[config.mk]
export PLATFORM = sky130hd
export DESIGN_NAME = afp_arc_top
export DESIGN_NICKNAME = d
export VERILOG_FILES = /design/src/rtl/afp_pkg.sv /design/src/rtl/afp_arc_top.sv /design/src/rtl/afp_fault_log.sv /design/src/rtl/afp_light_sel.sv
export SDC_FILE = /design/constraint.sdc
export NUM_CORES = 2
export LEC_CHECK = 0
export ABC_AREA = 0
export BUFFER_PORTS_ARGS = -buffer_cell sky130_fd_sc_hd__buf_2
export CORE_MARGIN = 8
export CORE_UTILIZATION = 43
export CTS_CLUSTER_SIZE = 16
export DETAILED_ROUTE_END_ITERATION = 8
export GPL_TIMING_DRIVEN = 0
export SYNTH_ARGS = -nofsm -noshare
export SYNTH_HDL_FRONTEND = slang
export SYNTH_HIERARCHICAL = 1
export SYNTH_SLANG_ARGS = --single-unit
[constraint.sdc]
create_clock -name I_CORE_CLK -period 23.3 [get_ports I_CORE_CLK]
set_input_delay 1.165 -clock I_CORE_CLK [delete_from_list [all_inputs] [get_ports I_CORE_CLK]]
set_output_delay 1.165 -clock I_CORE_CLK [all_outputs]
set_load 0.03 [all_outputs]
[src/rtl/afp_pkg.sv]
package afp_pkg;
  // Register offsets (byte address, word index = address / 4)
  localparam logic [7:0] REG_CTRL        = 8'h00; // Force, password unlock, counter clear
  localparam logic [7:0] REG_LIGHT_CFG   = 8'h04; // Delayed light select and delay
  localparam logic [7:0] REG_STATUS      = 8'h08; // Start/trip per stage, delayed light, pins
  localparam logic [7:0] REG_FORCE_ST    = 8'h0c; // Forced start/trip bits
  localparam logic [7:0] REG_LIGHT_CNT   = 8'h10; // Common light counter
  localparam logic [7:0] REG_LINK_SEL    = 8'h14; // Output matrix mask for the link output
  localparam logic [7:0] REG_FLT_PTR     = 8'h18; // Fault record count and read index
  localparam logic [7:0] REG_FLT_DATA0   = 8'h1c; // Record word: stage, type, elapsed delay
  localparam logic [7:0] REG_FLT_DATA1   = 8'h20; // Record word: fault value, load
  localparam logic [7:0] REG_FLT_TIME    = 8'h24; // Record word: time of day in ms
  localparam logic [7:0] REG_FLT_DATE    = 8'h28; // Record word: date
  localparam logic [7:0] REG_STAGE_BASE  = 8'h40; // Per stage block of 16 bytes
  localparam logic [7:0] STG_PICKUP      = 8'h00; // Pickup, per-unit
  localparam logic [7:0] STG_SELECT      = 8'h04; // Light source selection
  localparam logic [7:0] STG_START_CNT   = 8'h08; // Start counter
  localparam logic [7:0] STG_TRIP_CNT    = 8'h0c; // Trip counter
  // Control bit positions
  localparam int CTRL_FORCE   = 0;
  localparam int CTRL_UNLOCK  = 1;
  localparam int CTRL_CLR_CNT = 2;
  // Password value that opens setting writes (arbitrary)
  localparam logic [15:0] PASSWORD = 16'h5a3c;
  // Reset values
  localparam logic [15:0] PICKUP_RESET = 16'h0100; // 1.00 pu in 8.8 format
  localparam logic [7:0]  DELAY_RESET  = 8'h01;    // 10 ms steps
  // Timing: 10 MHz core, 10 ms delay step, 5 minute force timeout
  localparam int CLK_HZ        = 10_000_000;
  localparam int DELAY_STEP_MS = 10;
  localparam int DELAY_MIN     = 1;   // 0.01 s
  localparam int DELAY_MAX     = 15;  // 0.15 s
  localparam int STEP_CYCLES   = CLK_HZ / 1000 * DELAY_STEP_MS;
  localparam int FORCE_MIN     = 5;
  localparam longint FORCE_CYCLES = longint'(CLK_HZ) * 60 * FORCE_MIN;
  localparam int NUM_STAGES    = 4;
  localparam int NUM_RECORDS   = 8;
  localparam int PCT_FULL      = 100;

  // Light source selection codes
  typedef enum logic [2:0] {
    SEL_NONE     = 3'b000,
    SEL_S1       = 3'b001,
    SEL_S2       = 3'b010,
    SEL_S1_S2    = 3'b011,
    SEL_BI       = 3'b100,
    SEL_S1_BI    = 3'b101,
    SEL_S2_BI    = 3'b110,
    SEL_S1_S2_BI = 3'b111
  } afp_sel_t;

  // Light inputs bundled together
  typedef struct packed {
    logic remote; // Remote light input
    logic s2;     // Sensor two
    logic s1;     // Sensor one
  } afp_light_t;

  // One fault record
  typedef struct packed {
    logic [31:0] date;
    logic [31:0] time_ms;
    logic [15:0] value;
    logic [15:0] load;
    logic [7:0]  ftype;
    logic [7:0]  elapsed_delay_pct;
    logic [1:0]  stage;
  } afp_rec_t;
endpackage : afp_pkg

[src/rtl/afp_arc_top.sv]
// Summary of operation
// - four stages: two phase, two earth
// - earth stages use residual current only
// - selector has eight light source codes
// - selection none starts or trips only when forced
// - trip needs light and current together unless forced
// - start whenever selected light is seen
// - trip on selected light plus overcurrent
// - light counter counts every source's light
// - per stage start and trip counters
// - counters clear on request, to one if an event comes in that cycle
// - shared force flag self-clears after 5 min
// - forced status writes need force flag
// - settings writable only after password
// - delayed light after 0.01 to 0.15 s
// - delayed light has own selector, delay
// - remote light input offered to matrix
// - link output driven by matrix OR
// - pickups held per-unit of own input
// - keep eight latest fault records
// - type and load only for stage one
// - elapsed delay stored as percent
//
// Implementation choices: the placing of the registers and the strobed register port.
module afp_arc_top #(
  parameter longint FORCE_CYCLES = afp_pkg::FORCE_CYCLES, // Force timeout in clocks
  parameter int     STEP_CYCLES  = afp_pkg::STEP_CYCLES   // Clocks per 10 ms step
) (
  input  wire logic              I_CORE_CLK,
  input  wire logic              I_RESET,
  input  wire afp_pkg::afp_light_t I_LIGHT,          // Sensors and remote input
  input  wire logic [15:0]       I_PHASE_PEAK_A,     // Phase current peak, group one, pu 8.8
  input  wire logic [15:0]       I_PHASE_PEAK_B,     // Phase current peak, group two
  input  wire logic [15:0]       I_RESID_ONE,        // Residual input one
  input  wire logic [15:0]       I_RESID_TWO,        // Residual input two
  input  wire logic [15:0]       I_LOAD_CURRENT,     // Pre-fault load, group one
  input  wire logic [7:0]        I_FAULT_TYPE,       // Fault type, group one
  input  wire logic [31:0]       I_TIME_MS,          // Time of day in ms
  input  wire logic [31:0]       I_DATE,             // Date stamp
  input  wire logic [15:0]       I_MATRIX_SIGNALS,   // Other matrix sources
  input  wire logic [7:0]        I_ADDR,
  input  wire logic [31:0]       I_WDATA,
  input  wire logic              I_WR,
  input  wire logic              I_RD,
  output logic [31:0]            O_RDATA,
  output logic [3:0]             O_START,
  output logic [3:0]             O_TRIP,
  output logic                   O_DELAYED_LIGHT,
  output logic                   O_MATRIX_REMOTE,
  output logic                   O_LINK_OUT
);
  localparam int NS = afp_pkg::NUM_STAGES;

  logic              force_flag;              // Shared test forcing flag
  longint            force_cnt;               // Force age in clocks
  logic              unlocked;                // Password accepted
  logic [15:0]       pickup    [NS];          // Per-unit pickups
  afp_pkg::afp_sel_t sel       [NS];          // Stage light selections
  afp_pkg::afp_sel_t dly_sel;                 // Delayed light selection
  logic [7:0]        dly_steps;               // Delay in 10 ms steps
  logic [3:0]        force_start;             // Forced start bits
  logic [3:0]        force_trip;              // Forced trip bits
  logic [31:0]       start_cnt [NS];          // Start counters
  logic [31:0]       trip_cnt  [NS];          // Trip counters
  logic [31:0]       light_cnt;               // Common light counter
  logic [15:0]       link_mask;               // Matrix mask for link output
  logic [2:0]        rec_idx;                 // Fault read index
  logic [15:0]       current   [NS];          // Supervised current per stage
  logic [3:0]        light_sel;               // Selected light per stage
  logic [3:0]        raw_start;
  logic [3:0]        raw_trip;
  logic [3:0]        prev_start;              // For edge counting
  logic [3:0]        prev_trip;
  logic              any_light;
  logic              prev_any_light;
  logic              dly_light;               // Delayed light source
  logic [7:0]        dly_step_cnt;
  int                dly_clk_cnt;
  logic              wr_ok;                   // Setting write allowed
  logic              clr_cnt;                 // Counter clear pulse
  logic              rec_wr;
  afp_pkg::afp_rec_t new_rec;
  afp_pkg::afp_rec_t rd_rec;
  logic [3:0]        rec_count;
  logic [1:0]        trip_stage;
  logic [31:0]       next_rdata;
  logic [7:0]        stg_off;
  logic [1:0]        stg_idx;

  assign current[0] = I_PHASE_PEAK_A;
  assign current[1] = I_PHASE_PEAK_B;
  assign current[2] = I_RESID_ONE;
  assign current[3] = I_RESID_TWO;

  // Stage logic, one instance per stage
  genvar g;
  generate
    for (g = 0; g < NS; g++)
    begin : g_stage
      afp_light_sel u_sel (
        .i_light_s1     (I_LIGHT.s1),
        .i_light_s2     (I_LIGHT.s2),
        .i_light_remote (I_LIGHT.remote),
        .i_sel          (sel[g]),
        .o_light        (light_sel[g])
      );
      assign raw_start[g] = light_sel[g];
      assign raw_trip[g]  = light_sel[g] & (current[g] >= pickup[g]);
    end
  endgenerate

  // Forced bits only take effect while the flag stands
  assign O_START = raw_start | (force_start & {4{force_flag}});
  assign O_TRIP  = raw_trip  | (force_trip  & {4{force_flag}});

  assign O_MATRIX_REMOTE = I_LIGHT.remote;

  assign wr_ok   = I_WR & unlocked;
  assign clr_cnt = I_WR && I_ADDR == afp_pkg::REG_CTRL && I_WDATA[afp_pkg::CTRL_CLR_CNT];
  assign stg_off = I_ADDR - afp_pkg::REG_STAGE_BASE;
  assign stg_idx = stg_off[5:4];

  // Password unlock: upper half of a control write carries the key
  always_ff @(posedge I_CORE_CLK)
  begin
    if (I_RESET)
    begin
      unlocked <= 1'b0;
    end
    else if (I_WR && I_ADDR == afp_pkg::REG_CTRL)
    begin
      unlocked <= I_WDATA[afp_pkg::CTRL_UNLOCK] && I_WDATA[31:16] == afp_pkg::PASSWORD;
    end
  end

  always_ff @(posedge I_CORE_CLK)
  begin
    if (I_RESET)
    begin
      force_flag <= 1'b0;
      force_cnt  <= 0;
    end
    else if (wr_ok && I_ADDR == afp_pkg::REG_CTRL)
    begin
      force_flag <= I_WDATA[afp_pkg::CTRL_FORCE];
      force_cnt  <= 0;
    end
    else if (force_flag)
    begin
      if (force_cnt >= FORCE_CYCLES - 1)
      begin
        force_flag <= 1'b0;
        force_cnt  <= 0;
      end
      else
      begin
        force_cnt <= force_cnt + 1;
      end
    end
  end

  always_ff @(posedge I_CORE_CLK)
  begin
    if (I_RESET)
    begin
      force_start <= 4'h0;
      force_trip  <= 4'h0;
    end
    else if (I_WR && I_ADDR == afp_pkg::REG_FORCE_ST && force_flag)
    begin
      force_start <= I_WDATA[3:0];
      force_trip  <= I_WDATA[7:4];
    end
    else if (!force_flag)
    begin
      // Forced state drops with the flag, so timeout cannot leave a forced trip
      force_start <= 4'h0;
      force_trip  <= 4'h0;
    end
  end

  // Settings: pickups, selections, delay and link mask
  always_ff @(posedge I_CORE_CLK)
  begin
    if (I_RESET)
    begin
      for (int i = 0; i < NS; i++)
      begin
        pickup[i] <= afp_pkg::PICKUP_RESET;
        sel[i]    <= afp_pkg::SEL_NONE;
      end
      dly_sel   <= afp_pkg::SEL_NONE;
      dly_steps <= afp_pkg::DELAY_RESET;
      link_mask <= 16'h0000;
    end
    else if (wr_ok)
    begin
      if (I_ADDR == afp_pkg::REG_LIGHT_CFG)
      begin
        dly_sel <= afp_pkg::afp_sel_t'(I_WDATA[2:0]);
        if (I_WDATA[15:8] < 8'(afp_pkg::DELAY_MIN))
        begin
          dly_steps <= 8'(afp_pkg::DELAY_MIN);
        end
        else if (I_WDATA[15:8] > 8'(afp_pkg::DELAY_MAX))
        begin
          dly_steps <= 8'(afp_pkg::DELAY_MAX);
        end
        else
        begin
          dly_steps <= I_WDATA[15:8];
        end
      end
      else if (I_ADDR == afp_pkg::REG_LINK_SEL)
      begin
        link_mask <= I_WDATA[15:0];
      end
      else if (I_ADDR >= afp_pkg::REG_STAGE_BASE && stg_off < 8'h40)
      begin
        if (stg_off[3:0] == afp_pkg::STG_PICKUP[3:0])
        begin
          pickup[stg_idx] <= I_WDATA[15:0];
        end
        else if (stg_off[3:0] == afp_pkg::STG_SELECT[3:0])
        begin
          sel[stg_idx] <= afp_pkg::afp_sel_t'(I_WDATA[2:0]);
        end
      end
    end
  end

  // Edge history for counting events once
  always_ff @(posedge I_CORE_CLK)
  begin
    if (I_RESET)
    begin
      prev_start     <= 4'h0;
      prev_trip      <= 4'h0;
      prev_any_light <= 1'b0;
    end
    else
    begin
      prev_start     <= O_START;
      prev_trip      <= O_TRIP;
      prev_any_light <= any_light;
    end
  end

  assign any_light = I_LIGHT.s1 | I_LIGHT.s2 | I_LIGHT.remote;

  always_ff @(posedge I_CORE_CLK)
  begin
    if (I_RESET)
    begin
      light_cnt <= 32'h0;
    end
    else if (any_light && !prev_any_light)
    begin
      light_cnt <= clr_cnt ? 32'h1 : light_cnt + 32'h1;
    end
    else if (clr_cnt)
    begin
      light_cnt <= 32'h0;
    end
  end

  always_ff @(posedge I_CORE_CLK)
  begin
    if (I_RESET)
    begin
      for (int i = 0; i < NS; i++)
      begin
        start_cnt[i] <= 32'h0;
        trip_cnt[i]  <= 32'h0;
      end
    end
    else
    begin
      for (int i = 0; i < NS; i++)
      begin
        if (O_START[i] && !prev_start[i])
        begin
          start_cnt[i] <= clr_cnt ? 32'h1 : start_cnt[i] + 32'h1;
        end
        else if (clr_cnt)
        begin
          start_cnt[i] <= 32'h0;
        end
        if (O_TRIP[i] && !prev_trip[i])
        begin
          trip_cnt[i] <= clr_cnt ? 32'h1 : trip_cnt[i] + 32'h1;
        end
        else if (clr_cnt)
        begin
          trip_cnt[i] <= 32'h0;
        end
      end
    end
  end

  afp_light_sel u_dly_sel (
    .i_light_s1     (I_LIGHT.s1),
    .i_light_s2     (I_LIGHT.s2),
    .i_light_remote (I_LIGHT.remote),
    .i_sel          (dly_sel),
    .o_light        (dly_light)
  );

  always_ff @(posedge I_CORE_CLK)
  begin
    if (I_RESET || !dly_light)
    begin
      dly_clk_cnt     <= 0;
      dly_step_cnt    <= 8'h0;
      O_DELAYED_LIGHT <= 1'b0;
    end
    else if (dly_step_cnt >= dly_steps)
    begin
      O_DELAYED_LIGHT <= 1'b1;
    end
    else if (dly_clk_cnt >= STEP_CYCLES - 1)
    begin
      dly_clk_cnt  <= 0;
      dly_step_cnt <= dly_step_cnt + 8'h1;
    end
    else
    begin
      dly_clk_cnt <= dly_clk_cnt + 1;
    end
  end

  always_ff @(posedge I_CORE_CLK)
  begin
    if (I_RESET)
    begin
      O_LINK_OUT <= 1'b0;
    end
    else
    begin
      O_LINK_OUT <= |(link_mask & {I_MATRIX_SIGNALS[15:3], O_DELAYED_LIGHT, |O_TRIP, I_LIGHT.remote});
    end
  end

  // Lowest numbered stage that trips now is logged
  always_comb
  begin
    trip_stage = 2'h0;
    for (int i = NS - 1; i >= 0; i--)
    begin
      if (O_TRIP[i] && !prev_trip[i])
      begin
        trip_stage = 2'(i);
      end
    end
  end
  assign rec_wr = |(O_TRIP & ~prev_trip);

  // Arc trips are instantaneous, so a record always shows full delay
  always_comb
  begin
    new_rec         = '0;
    new_rec.date    = I_DATE;
    new_rec.time_ms = I_TIME_MS;
    new_rec.value   = current[trip_stage];
    new_rec.stage   = trip_stage;
    new_rec.elapsed_delay_pct    = 8'(afp_pkg::PCT_FULL);
    if (trip_stage == 2'h0)
    begin
      new_rec.ftype = I_FAULT_TYPE;
      new_rec.load  = I_LOAD_CURRENT;
    end
  end

  afp_fault_log u_log (
    .i_clk    (I_CORE_CLK),
    .i_reset  (I_RESET),
    .i_wr     (rec_wr),
    .i_rec    (new_rec),
    .i_rd_idx (rec_idx),
    .o_rec    (rd_rec),
    .o_count  (rec_count)
  );

  // Record read index is not a setting, so no password
  always_ff @(posedge I_CORE_CLK)
  begin
    if (I_RESET)
    begin
      rec_idx <= 3'h0;
    end
    else if (I_WR && I_ADDR == afp_pkg::REG_FLT_PTR)
    begin
      rec_idx <= I_WDATA[2:0];
    end
  end

  // Read mux; unmapped reads answer zero
  always_comb
  begin
    next_rdata = 32'h0;
    unique case (I_ADDR)
      afp_pkg::REG_CTRL:      next_rdata = {29'h0, clr_cnt, unlocked, force_flag};
      afp_pkg::REG_LIGHT_CFG: next_rdata = {16'h0, dly_steps, 5'h0, dly_sel};
      afp_pkg::REG_STATUS:    next_rdata = {20'h0, I_LIGHT, O_DELAYED_LIGHT, O_TRIP, O_START};
      afp_pkg::REG_FORCE_ST:  next_rdata = {24'h0, force_trip, force_start};
      afp_pkg::REG_LIGHT_CNT: next_rdata = light_cnt;
      afp_pkg::REG_LINK_SEL:  next_rdata = {16'h0, link_mask};
      afp_pkg::REG_FLT_PTR:   next_rdata = {20'h0, rec_count, 5'h0, rec_idx};
      afp_pkg::REG_FLT_DATA0: next_rdata = {14'h0, rd_rec.stage, rd_rec.ftype, rd_rec.elapsed_delay_pct};
      afp_pkg::REG_FLT_DATA1: next_rdata = {rd_rec.value, rd_rec.load};
      afp_pkg::REG_FLT_TIME:  next_rdata = rd_rec.time_ms;
      afp_pkg::REG_FLT_DATE:  next_rdata = rd_rec.date;
      default:
      begin
        if (I_ADDR >= afp_pkg::REG_STAGE_BASE && stg_off < 8'h40)
        begin
          case (stg_off[3:0])
            afp_pkg::STG_PICKUP[3:0]:    next_rdata = {16'h0, pickup[stg_idx]};
            afp_pkg::STG_SELECT[3:0]:    next_rdata = {29'h0, sel[stg_idx]};
            afp_pkg::STG_START_CNT[3:0]: next_rdata = start_cnt[stg_idx];
            afp_pkg::STG_TRIP_CNT[3:0]:  next_rdata = trip_cnt[stg_idx];
            default:                     next_rdata = 32'h0;
          endcase
        end
      end
    endcase
  end

  // Read data stands only in the cycle after the strobe
  always_ff @(posedge I_CORE_CLK)
  begin
    if (I_RESET || !I_RD)
    begin
      O_RDATA <= 32'h0;
    end
    else
    begin
      O_RDATA <= next_rdata;
    end
  end

  AST_NONE_QUIET: assert property (@(posedge I_CORE_CLK) disable iff (I_RESET)
    (sel[0] == afp_pkg::SEL_NONE && !force_flag) |-> !O_START[0] && !O_TRIP[0])
    else $error("stage with no light source active");
  AST_TRIP_NEEDS_BOTH: assert property (@(posedge I_CORE_CLK) disable iff (I_RESET)
    (O_TRIP[0] && !force_flag) |-> light_sel[0] && I_PHASE_PEAK_A >= pickup[0])
    else $error("trip without light and current");
  AST_START_LIGHT: assert property (@(posedge I_CORE_CLK) disable iff (I_RESET)
    (sel[2] == afp_pkg::SEL_BI && !force_flag) |-> O_START[2] == I_LIGHT.remote)
    else $error("selected light without start");
  AST_FORCE_GATE: assert property (@(posedge I_CORE_CLK) disable iff (I_RESET)
    (I_WR && I_ADDR == afp_pkg::REG_FORCE_ST && !force_flag) |=> force_start == 4'h0)
    else $error("forced write taken without flag");
  AST_LOCKED: assert property (@(posedge I_CORE_CLK) disable iff (I_RESET)
    (I_WR && !unlocked && I_ADDR == afp_pkg::REG_LINK_SEL) |=> $stable(link_mask))
    else $error("setting changed while locked");
  AST_CNT_GROWS: assert property (@(posedge I_CORE_CLK) disable iff (I_RESET)
    !$past(clr_cnt) |-> light_cnt >= $past(light_cnt))
    else $error("light counter decreased without clear");
  AST_TRIP_COUNT: assert property (@(posedge I_CORE_CLK) disable iff (I_RESET)
    (O_TRIP[0] && !prev_trip[0] && !clr_cnt) |=> trip_cnt[0] == $past(trip_cnt[0]) + 32'h1)
    else $error("trip not counted");
  AST_DLY_OFF: assert property (@(posedge I_CORE_CLK) disable iff (I_RESET)
    !dly_light |=> !O_DELAYED_LIGHT)
    else $error("delayed light without source");
  AST_DLY_NOT_EARLY: assert property (@(posedge I_CORE_CLK) disable iff (I_RESET)
    $rose(dly_light) |-> !O_DELAYED_LIGHT [*2])
    else $error("delayed light too early");
  AST_REMOTE_MATRIX: assert property (@(posedge I_CORE_CLK) disable iff (I_RESET)
    O_MATRIX_REMOTE == I_LIGHT.remote)
    else $error("remote light not offered");
  AST_ELAPSED_DELAY_PCT_FULL: assert property (@(posedge I_CORE_CLK) disable iff (I_RESET)
    rec_wr |-> new_rec.elapsed_delay_pct == 8'h64)
    else $error("elapsed delay not full");
  COV_TRIP: cover property (@(posedge I_CORE_CLK) disable iff (I_RESET) $rose(O_TRIP[0]));
  COV_DLY: cover property (@(posedge I_CORE_CLK) disable iff (I_RESET) $rose(O_DELAYED_LIGHT));
  COV_FORCE: cover property (@(posedge I_CORE_CLK) disable iff (I_RESET) $fell(force_flag));
  COV_FULL_LOG: cover property (@(posedge I_CORE_CLK) disable iff (I_RESET) rec_wr && rec_count == 4'h8);
endmodule : afp_arc_top

[src/rtl/afp_fault_log.sv]
// Ring of the eight newest fault records
module afp_fault_log (
  input  wire logic              i_clk,
  input  wire logic              i_reset,
  input  wire logic              i_wr,
  input  wire afp_pkg::afp_rec_t i_rec,
  input  wire logic [2:0]        i_rd_idx, // 0 = newest
  output afp_pkg::afp_rec_t      o_rec,
  output logic [3:0]             o_count
);
  afp_pkg::afp_rec_t mem [afp_pkg::NUM_RECORDS]; // Record storage
  logic [2:0]        wr_ptr;                      // Next slot to fill
  logic [2:0]        rd_slot;                     // Slot behind the read index

  always_ff @(posedge i_clk)
  begin
    if (i_wr)
    begin
      mem[wr_ptr] <= i_rec;
    end
  end

  always_ff @(posedge i_clk)
  begin
    if (i_reset)
    begin
      wr_ptr  <= 3'h0;
      o_count <= 4'h0;
    end
    else if (i_wr)
    begin
      wr_ptr <= wr_ptr + 3'h1;
      if (o_count != 4'h8)
      begin
        o_count <= o_count + 4'h1;
      end
    end
  end

  // Newest is one slot behind the write pointer
  assign rd_slot = wr_ptr - 3'h1 - i_rd_idx;

  // Registered read keeps the data output on a flip-flop
  always_ff @(posedge i_clk)
  begin
    if (i_reset)
    begin
      o_rec <= '0;
    end
    else
    begin
      o_rec <= mem[rd_slot];
    end
  end
endmodule : afp_fault_log

[src/rtl/afp_light_sel.sv]
// Light source selector: one bit per source, so codes combine by OR
module afp_light_sel (
  input  wire logic              i_light_s1,
  input  wire logic              i_light_s2,
  input  wire logic              i_light_remote,
  input  wire afp_pkg::afp_sel_t i_sel,
  output logic                   o_light
);
  assign o_light = (i_sel[0] & i_light_s1) | (i_sel[1] & i_light_s2) | (i_sel[2] & i_light_remote);
endmodule : afp_light_sel

After elaboration in Yosys (flattened, before gate mapping)
Memories as Yosys holds them, arrays and structs flattened. A register that Yosys moved wholly into a read port is not among the register bits.
Index checks and enable logic that the tools add are counted.
- bits in registers: 234
- bits in writable memories: 1180
- output and inout port bits: 43
- logic and storage cells: 295
- memories kept: 5
- add/sub/neg operators: 17
- order comparisons: 12
- equal/unequal tests: 16
- muxes and demuxes: 122
- bitwise gates (word level): 58
- reduce and logical (&&, ||, !) cells: 44
- memory list (memory ; depth ; width ; read ports ; clocked after memory_dff ; write ports ; line ; text):
    u_log.mem ; 8 ; 106 ; 1 ; 1 ; 1 ; afp_fault_log.sv:11 ; afp_pkg::afp_rec_t mem [afp_pkg::NUM_RECORDS];
    start_cnt ; 4 ; 32 ; 5 ; 0 ; 4 ; afp_arc_top.sv:63 ; logic [31:0] start_cnt [NS];
    trip_cnt ; 4 ; 32 ; 5 ; 0 ; 4 ; afp_arc_top.sv:64 ; logic [31:0] trip_cnt [NS];
    pickup ; 4 ; 16 ; 5 ; 0 ; 4 ; afp_arc_top.sv:57 ; logic [15:0] pickup [NS];
    sel ; 4 ; 3 ; 5 ; 0 ; 4 ; afp_arc_top.sv:58 ; afp_pkg::afp_sel_t sel [NS];
- operator list (cell ; number):
    32-bit two-way mux ; 29
    32-bit one-hot mux with 11 select lines ; 1
    32-bit by 1-bit adder with 32-bit output, second input constant ; 9
    32-bit one-hot mux with 4 select lines ; 1
    1-bit two-way mux ; 73
    64-bit by 2-bit adder with 64-bit output, second input constant ; 1
    16-bit greater-or-equal comparator ; 4
    64-bit by 33-bit greater-or-equal comparator with 1-bit output, second input constant ; 1
    64-bit two-way mux ; 1
    16-bit two-way mux ; 3
    32-bit by 2-bit adder with 32-bit output, second input constant ; 1
    16-bit binary-select mux with 2-bit select ; 1
    8-bit by 5-bit == test with 1-bit output, second input constant ; 4
    32-bit by 18-bit greater-or-equal comparator with 1-bit output, second input constant ; 1
    16-bit OR reduction ; 2
    1-bit bitwise OR ; 28
    8-bit by 6-bit == test with 1-bit output, second input constant ; 3
    24-bit two-way mux ; 1
    1-bit AND ; 20
    1-bit logical AND ; 17
    16-bit AND ; 1
    16-bit by 15-bit == test with 1-bit output, second input constant ; 1
    8-bit by 4-bit == test with 1-bit output, second input constant ; 2
    8-bit two-way mux ; 2
    other kinds (36) ; 62

Depth between registers and ports, before layout
An unclocked memory read counts as a cell.
- word-level depth: 15
- mapped depth: 13
- gate-level depth less buffers: 12

Hierarchy
Netlist, hierarchy kept.
- modules (own cells, without submodules) (module ; instances ; cells an instance ; area an instance (um^2)):
    afp_fault_log ; 1 ; 1739 ; 37298.3
    afp_arc_top ; 1 ; 3267 ; 32167.1
    afp_light_sel ; 5 ; 2 ; 13.8

Worst setup path after synthesis
OpenSTA, ideal clock, no wires.
- path kind: input -> register
- start: in I_RESID_TWO[13]
- end: mem u_log/mem[0][0] (netlist bit), enable pin
- library setup time: 0.726 ns
- data arrival time: 10.508 ns
- required time: 22.574 ns
- slack: 12.066 ns
- stages: 10
- buffers on the path: 1
- cells stage by stage: ha_1 > nand4_1 > nor3_1 > a211oi_1 > a41oi_1 > nor2_1 > nand3_1 > buf_2 > nand2b_1 > nor3_1
- cells in the longest elaborated chain, start to end: 7
- RTL lines (item ; line ; text):
    from (decl) ; afp_arc_top.sv:35 ; input wire logic [15:0] I_RESID_TWO,
    16-bit greater-or-equal comparator ; afp_arc_top.sv:108 ; assign raw_trip[g] = light_sel[g] & (current[g] >= pickup[g]);
    1-bit AND ; afp_arc_top.sv:108 ;
    4-bit bitwise OR ; afp_arc_top.sv:114 ; assign O_TRIP = raw_trip | (force_trip & {4{force_flag}});
    4-bit AND ; afp_arc_top.sv:356 ; assign rec_wr = |(O_TRIP & ~prev_trip);
    4-bit OR reduction ; afp_arc_top.sv:356 ;
    net rec_wr ; afp_arc_top.sv:81 ; logic rec_wr;
    1-bit two-way mux ; afp_fault_log.sv:17 ; if (i_wr)
    1-bit two-way mux (implied by the code) ; afp_fault_log.sv:19 ; mem[wr_ptr] <= i_rec;
    to (decl) ; afp_fault_log.sv:11 ;
The timed path passes the listed nets, and every way through them passes these cells.

Worst setup path after layout
- start: in I_RESID_ONE[15]
- end: out O_TRIP[2]
- cells in the longest elaborated chain, start to end: 3
- RTL lines (item ; line ; text):
    from (decl) ; afp_arc_top.sv:34 ; input wire logic [15:0] I_RESID_ONE,
    16-bit greater-or-equal comparator ; afp_arc_top.sv:108 ;
    1-bit AND ; afp_arc_top.sv:108 ;
    4-bit bitwise OR ; afp_arc_top.sv:114 ;
    to (decl) ; afp_arc_top.sv:47 ; output logic [3:0] O_TRIP,
Every way passes these cells.

==> key figures <==
Setup path
  – Crit end category: output port
  – Cells on worst reg2reg path: 13
  – Slowest-stage cell, CP: a211oi_1
  – Worst flop-to-flop path endpoint: u_log/mem[7][26]$_DFFE_PP_
  – Family with the most delay on the worst path: compound AO/OA/AOI/OAI gates
  – WP depth: 9
  – Crit path cell chain: buf_2, ha_1, nand4_1, nor3_1, a211oi_1, nand3_1, a21boi_0, inv_1, buf_2
  – CP dominant cell by count: buf_2
  – CP Launch Type: input pin
  – Critical path data arrival time: 4.63 ns
  – CP required: 22.14 ns
  – Worst reg2reg setup slack: 18.17 ns
  – WS Path Type: input pin to output port
  – CP max stage delay: 0.94 ns
  – RR Startpoint: pickup[2][12]$_SDFFCE_PN0P_
  – CP max FO: 6
  – Buf/Inv on CP: 3

Logic synthesis
  – Top post-synthesis cells by area: edfxtp_1 54%, mux4_2 10%, dfxtp_1 9.8%, nand2_1 2.7%, nor2_1 2.3%
  – Synth Flop Type: edfxtp_1
  – Synth top area share: 53.72%
  – EDFF count, synth: 1,244
  – Syn Inst Count: 5,016
  – Seq/Total Area, Yosys: 63.51%
  – Synth unique cells: 89
  – Ys Warns: 6
  – Syn_area_per_cell: 13.86 um2
  – Yosys reg bits: 1,584
  – Synthesized area: 69,530 um2
  – Cell taking the most area after synthesis: edfxtp_1
  – Async SR Flop Fraction: 0%

Clock network
  – PostCTS Resize Cnt: 0
  – Latest clock arrival within the worst-skew pair: 0.83 ns
  – Worst-path clk slew: 0.06 ns
  – Clock root buffer: clkbuf_16
  – Clock buffer count from CTS: 166
  – H-tree lvl count: 4
  – Hold_buf cts: 0
  – Post-CTS setup buffers: 0
  – Clk buf depth: 3
  – CTS tree: built
  – Number of clock sinks: 1,584

Power
  – Pleak: 0.02758 uW
  – Pwr Density: 89.93 nW/um2
  – Peak VDD IR: 0.00008374 V

Place
  – Area after DPL: 74,980 um2
  – Port buffer count: 246
  – GPL Wtd Cong: 0.9584
  – Post-DP HPWL: 156.1 mm

GRT
  – Global-route wire length before repair: 306.6 mm
  – Total grt overflow: 0
  – Vias in the first global route: 44,220
  – Number of antenna violations at the first check in global routing: 42
  – Total Routing Usage GR: 23.74%
  – Pin count of the biggest net entering global routing: 33

Floorplan
  – Row cnt: 147
  – Starting density of the core: 43.31%
  – IO Pins: 258
  – Die H: 418.1 um
  – Die area: 174,800 um2
  – Width of the die: 418.1 um
  – Core area: 160,600 um2

Min path
  – Worst hold start: force_cnt[57]$_SDFFE_PP0P_
  – Hold worst-path end: force_cnt[57]$_SDFFE_PP0P_
  – Worst min path class: register to register
  – WHS Path Cells: 2

Detailed routing
  – # DRC: 0
  – Drt pass-1 iters: 9
  – Routed vias/inst: 5.746
  – WL/cell: 26.96 um
  – Via count: 45,250
  – First DRT Iteration DRCs: 4,760
  – Total Wirelength: 212.3 mm
  – Final ANT Viol Nets: 0

Timing
  – Ratio of final minimum period to clock period: 24.88%
  – Pins Over Slew Limit: 0
  – Worst slew pin tran: 1.272 ns
  – Final hold violations: 0
  – Period minus WS final: 5.797 ns
  – RSZ-0062 raised after global routing: false
  – Clock Skew: 0.07945 ns
  – FMAX: 0.1725 GHz
  – Slew headroom: 15.17%
  – # setup viols final: 0
  – Setup total negative slack: 0 ns

Cells and area
  – Synthesis-to-layout area growth: 15.72%
  – Design Area, Final: 80,470 um2
  – Final nets: 5,863
  – Layout cells sized above 1: 19.04%

Run status
  – Outcome: finished clean

Job
  – Max-cap violation count: 0
## registers in the layout (all words and copies together) (netlist names), 3 cells and up
| register | flops |
|---|---|
| prev_start | 4 |
| dly_steps | 8 |
| pickup | 64 |
| link_mask | 16 |
| dly_clk_cnt | 32 |
| u_log/wr_ptr | 3 |
| u_log/o_count | 4 |
| start_cnt | 128 |
| force_cnt | 64 |
| u_log/mem | 912 |
| dly_step_cnt | 8 |
| dly_sel | 3 |
| sel | 12 |
| prev_trip | 4 |
| force_start | 4 |
| O_RDATA | 32 |
| u_log/o_rec | 114 |
| force_trip | 4 |
| trip_cnt | 128 |
| light_cnt | 32 |
| rec_idx | 3 |
## cells in the final DEF (no fill, tap or decap), types with 44 or more instances in the layout
cell       Yosys  layout
nand4_1       82      82
xor2_1       181     181
o21ai_0       82      76
nand3_1      179     179
mux2i_1       86      86
xnor2_1      102     102
nand2_1      492     490
nor3_1        48      45
a21oi_1      211     211
a22oi_1       51      51
buf_4         43      44
clkbuf_16      0     169
ha_1          88      88
or3_1         62      62
dfxtp_1      340     340
and2_1        83      83
edfxtp_1    1244    1244
buf_2         76     322
clkbuf_1     109     154
inv_1        146     146
and3_1        90      90
a31oi_1       56      56
nor2_1       434     428
mux4_2       311     311
conb_1         2      64
## worst min-delay path, stage by stage, from the launching register on
cell     delay [ns]
dfxtp_1        0.33
inv_1          0.05
o21ai_1        0.06
## cell families (layout without fill, tap and decap cells)
group / Yosys count / after routing / synth area share [%]
flip-flops: 1584 / 1584 / 63.51
XOR/XNOR: 285 / 285 / 3.633
adder cells (fa/ha/maj): 89 / 89 / 1.612
multiplexers: 398 / 398 / 11.33
AND/OR/NAND/NOR: 1641 / 1641 / 11.52
AO/OA/AOI/OAI: 614 / 614 / 5.774
buffers and inverters: 403 / 1024 / 2.613
other: 2 / 80 / 0.01080
## synthesized netlist by cell type, drive strengths merged, types with 12 or more instances
library cell,count
or4,15
a21o,12
a22oi,51
nor3,51
edfxtp,1244
and2,84
o21ai,100
nand2,493
a222oi,21
and4,32
nor2,435
nor4,41
dfxtp,340
and3,90
a221oi,23
mux4,311
buf,146
xor2,181
nor2b,12
a32o,16
nand4,85
a21oi,241
nand2b,29
nand3,181
clkbuf,111
or3,62
ha,88
xnor2,102
or2,12
a31oi,56
inv,146
a22o,15
mux2i,86
## through the flow
| step | util [%] | setup WS, ns | total power, uW | cells | hold WS, ns |
|---|---|---|---|---|---|
| after floorplan | - | 12.07 | 4183 | 5078 | 0.4441 |
| after global placement | 45.90 | 2.498 | 4669 | 7484 | 0.4701 |
| after detailed placement | 46.70 | 17.26 | 4675 | 7551 | 0.4760 |
| after CTS | 50.09 | 17.61 | 7289 | 7859 | 0.4846 |
| after global routing | 50.11 | 17.43 | 7476 | 7870 | 0.5037 |
| final | 50.11 | 17.50 | 7236 | 7875 | 0.4875 |
## power by group
part / switching [uW] / internal (uW) / total, uW
Clock: 1150 / 1460 / 2620
Sequential: 136 / 3310 / 3440
Combinational: 708 / 467 / 1170
## area by class of cell
cell class	count	area, um2
fill	13710	80100
sequential	1584	44160
multi-input combinational	3091	23930
clock buffer	228	4584
tap	2160	2703
timing repair buffer	313	2371
buffer	257	1269
clock inverter	80	859.6
inverter	146	548.0
antenna	16	40.04
## layer usage
| layer | global-route usage, % | routed length [um] | up-vias |
|---|---|---|---|
| met5 | 0 | 65 | - |
| met4 | 12.72 | 13090 | 10 |
| met3 | 3.910 | 13370 | 463 |
| met2 | 39.45 | 103200 | 1771 |
| met1 | 29.85 | 82580 | 22940 |
| li1 | - | - | 20070 |
## worst max path at each step
stage	startpoint	endpoint	slack, ns
2_1_floorplan	I_RESID_TWO[13]	u_log/mem[0][0]$_DFFE_PP_	12.07
4_1_cts	I_RESID_ONE[15]	O_TRIP[2]	17.61
5_1_grt	I_RESID_ONE[15]	O_TRIP[2]	17.43
6_report	I_RESID_ONE[15]	O_TRIP[2]	17.50
3_5_place_dp	I_RESID_ONE[15]	u_log/mem[7][109]$_DFFE_PP_	17.26
3_3_place_gp	I_RESID_ONE[15]	u_log/mem[4][27]$_DFFE_PP_	2.50
No activity file was read; power rests on OpenSTA's default activity.
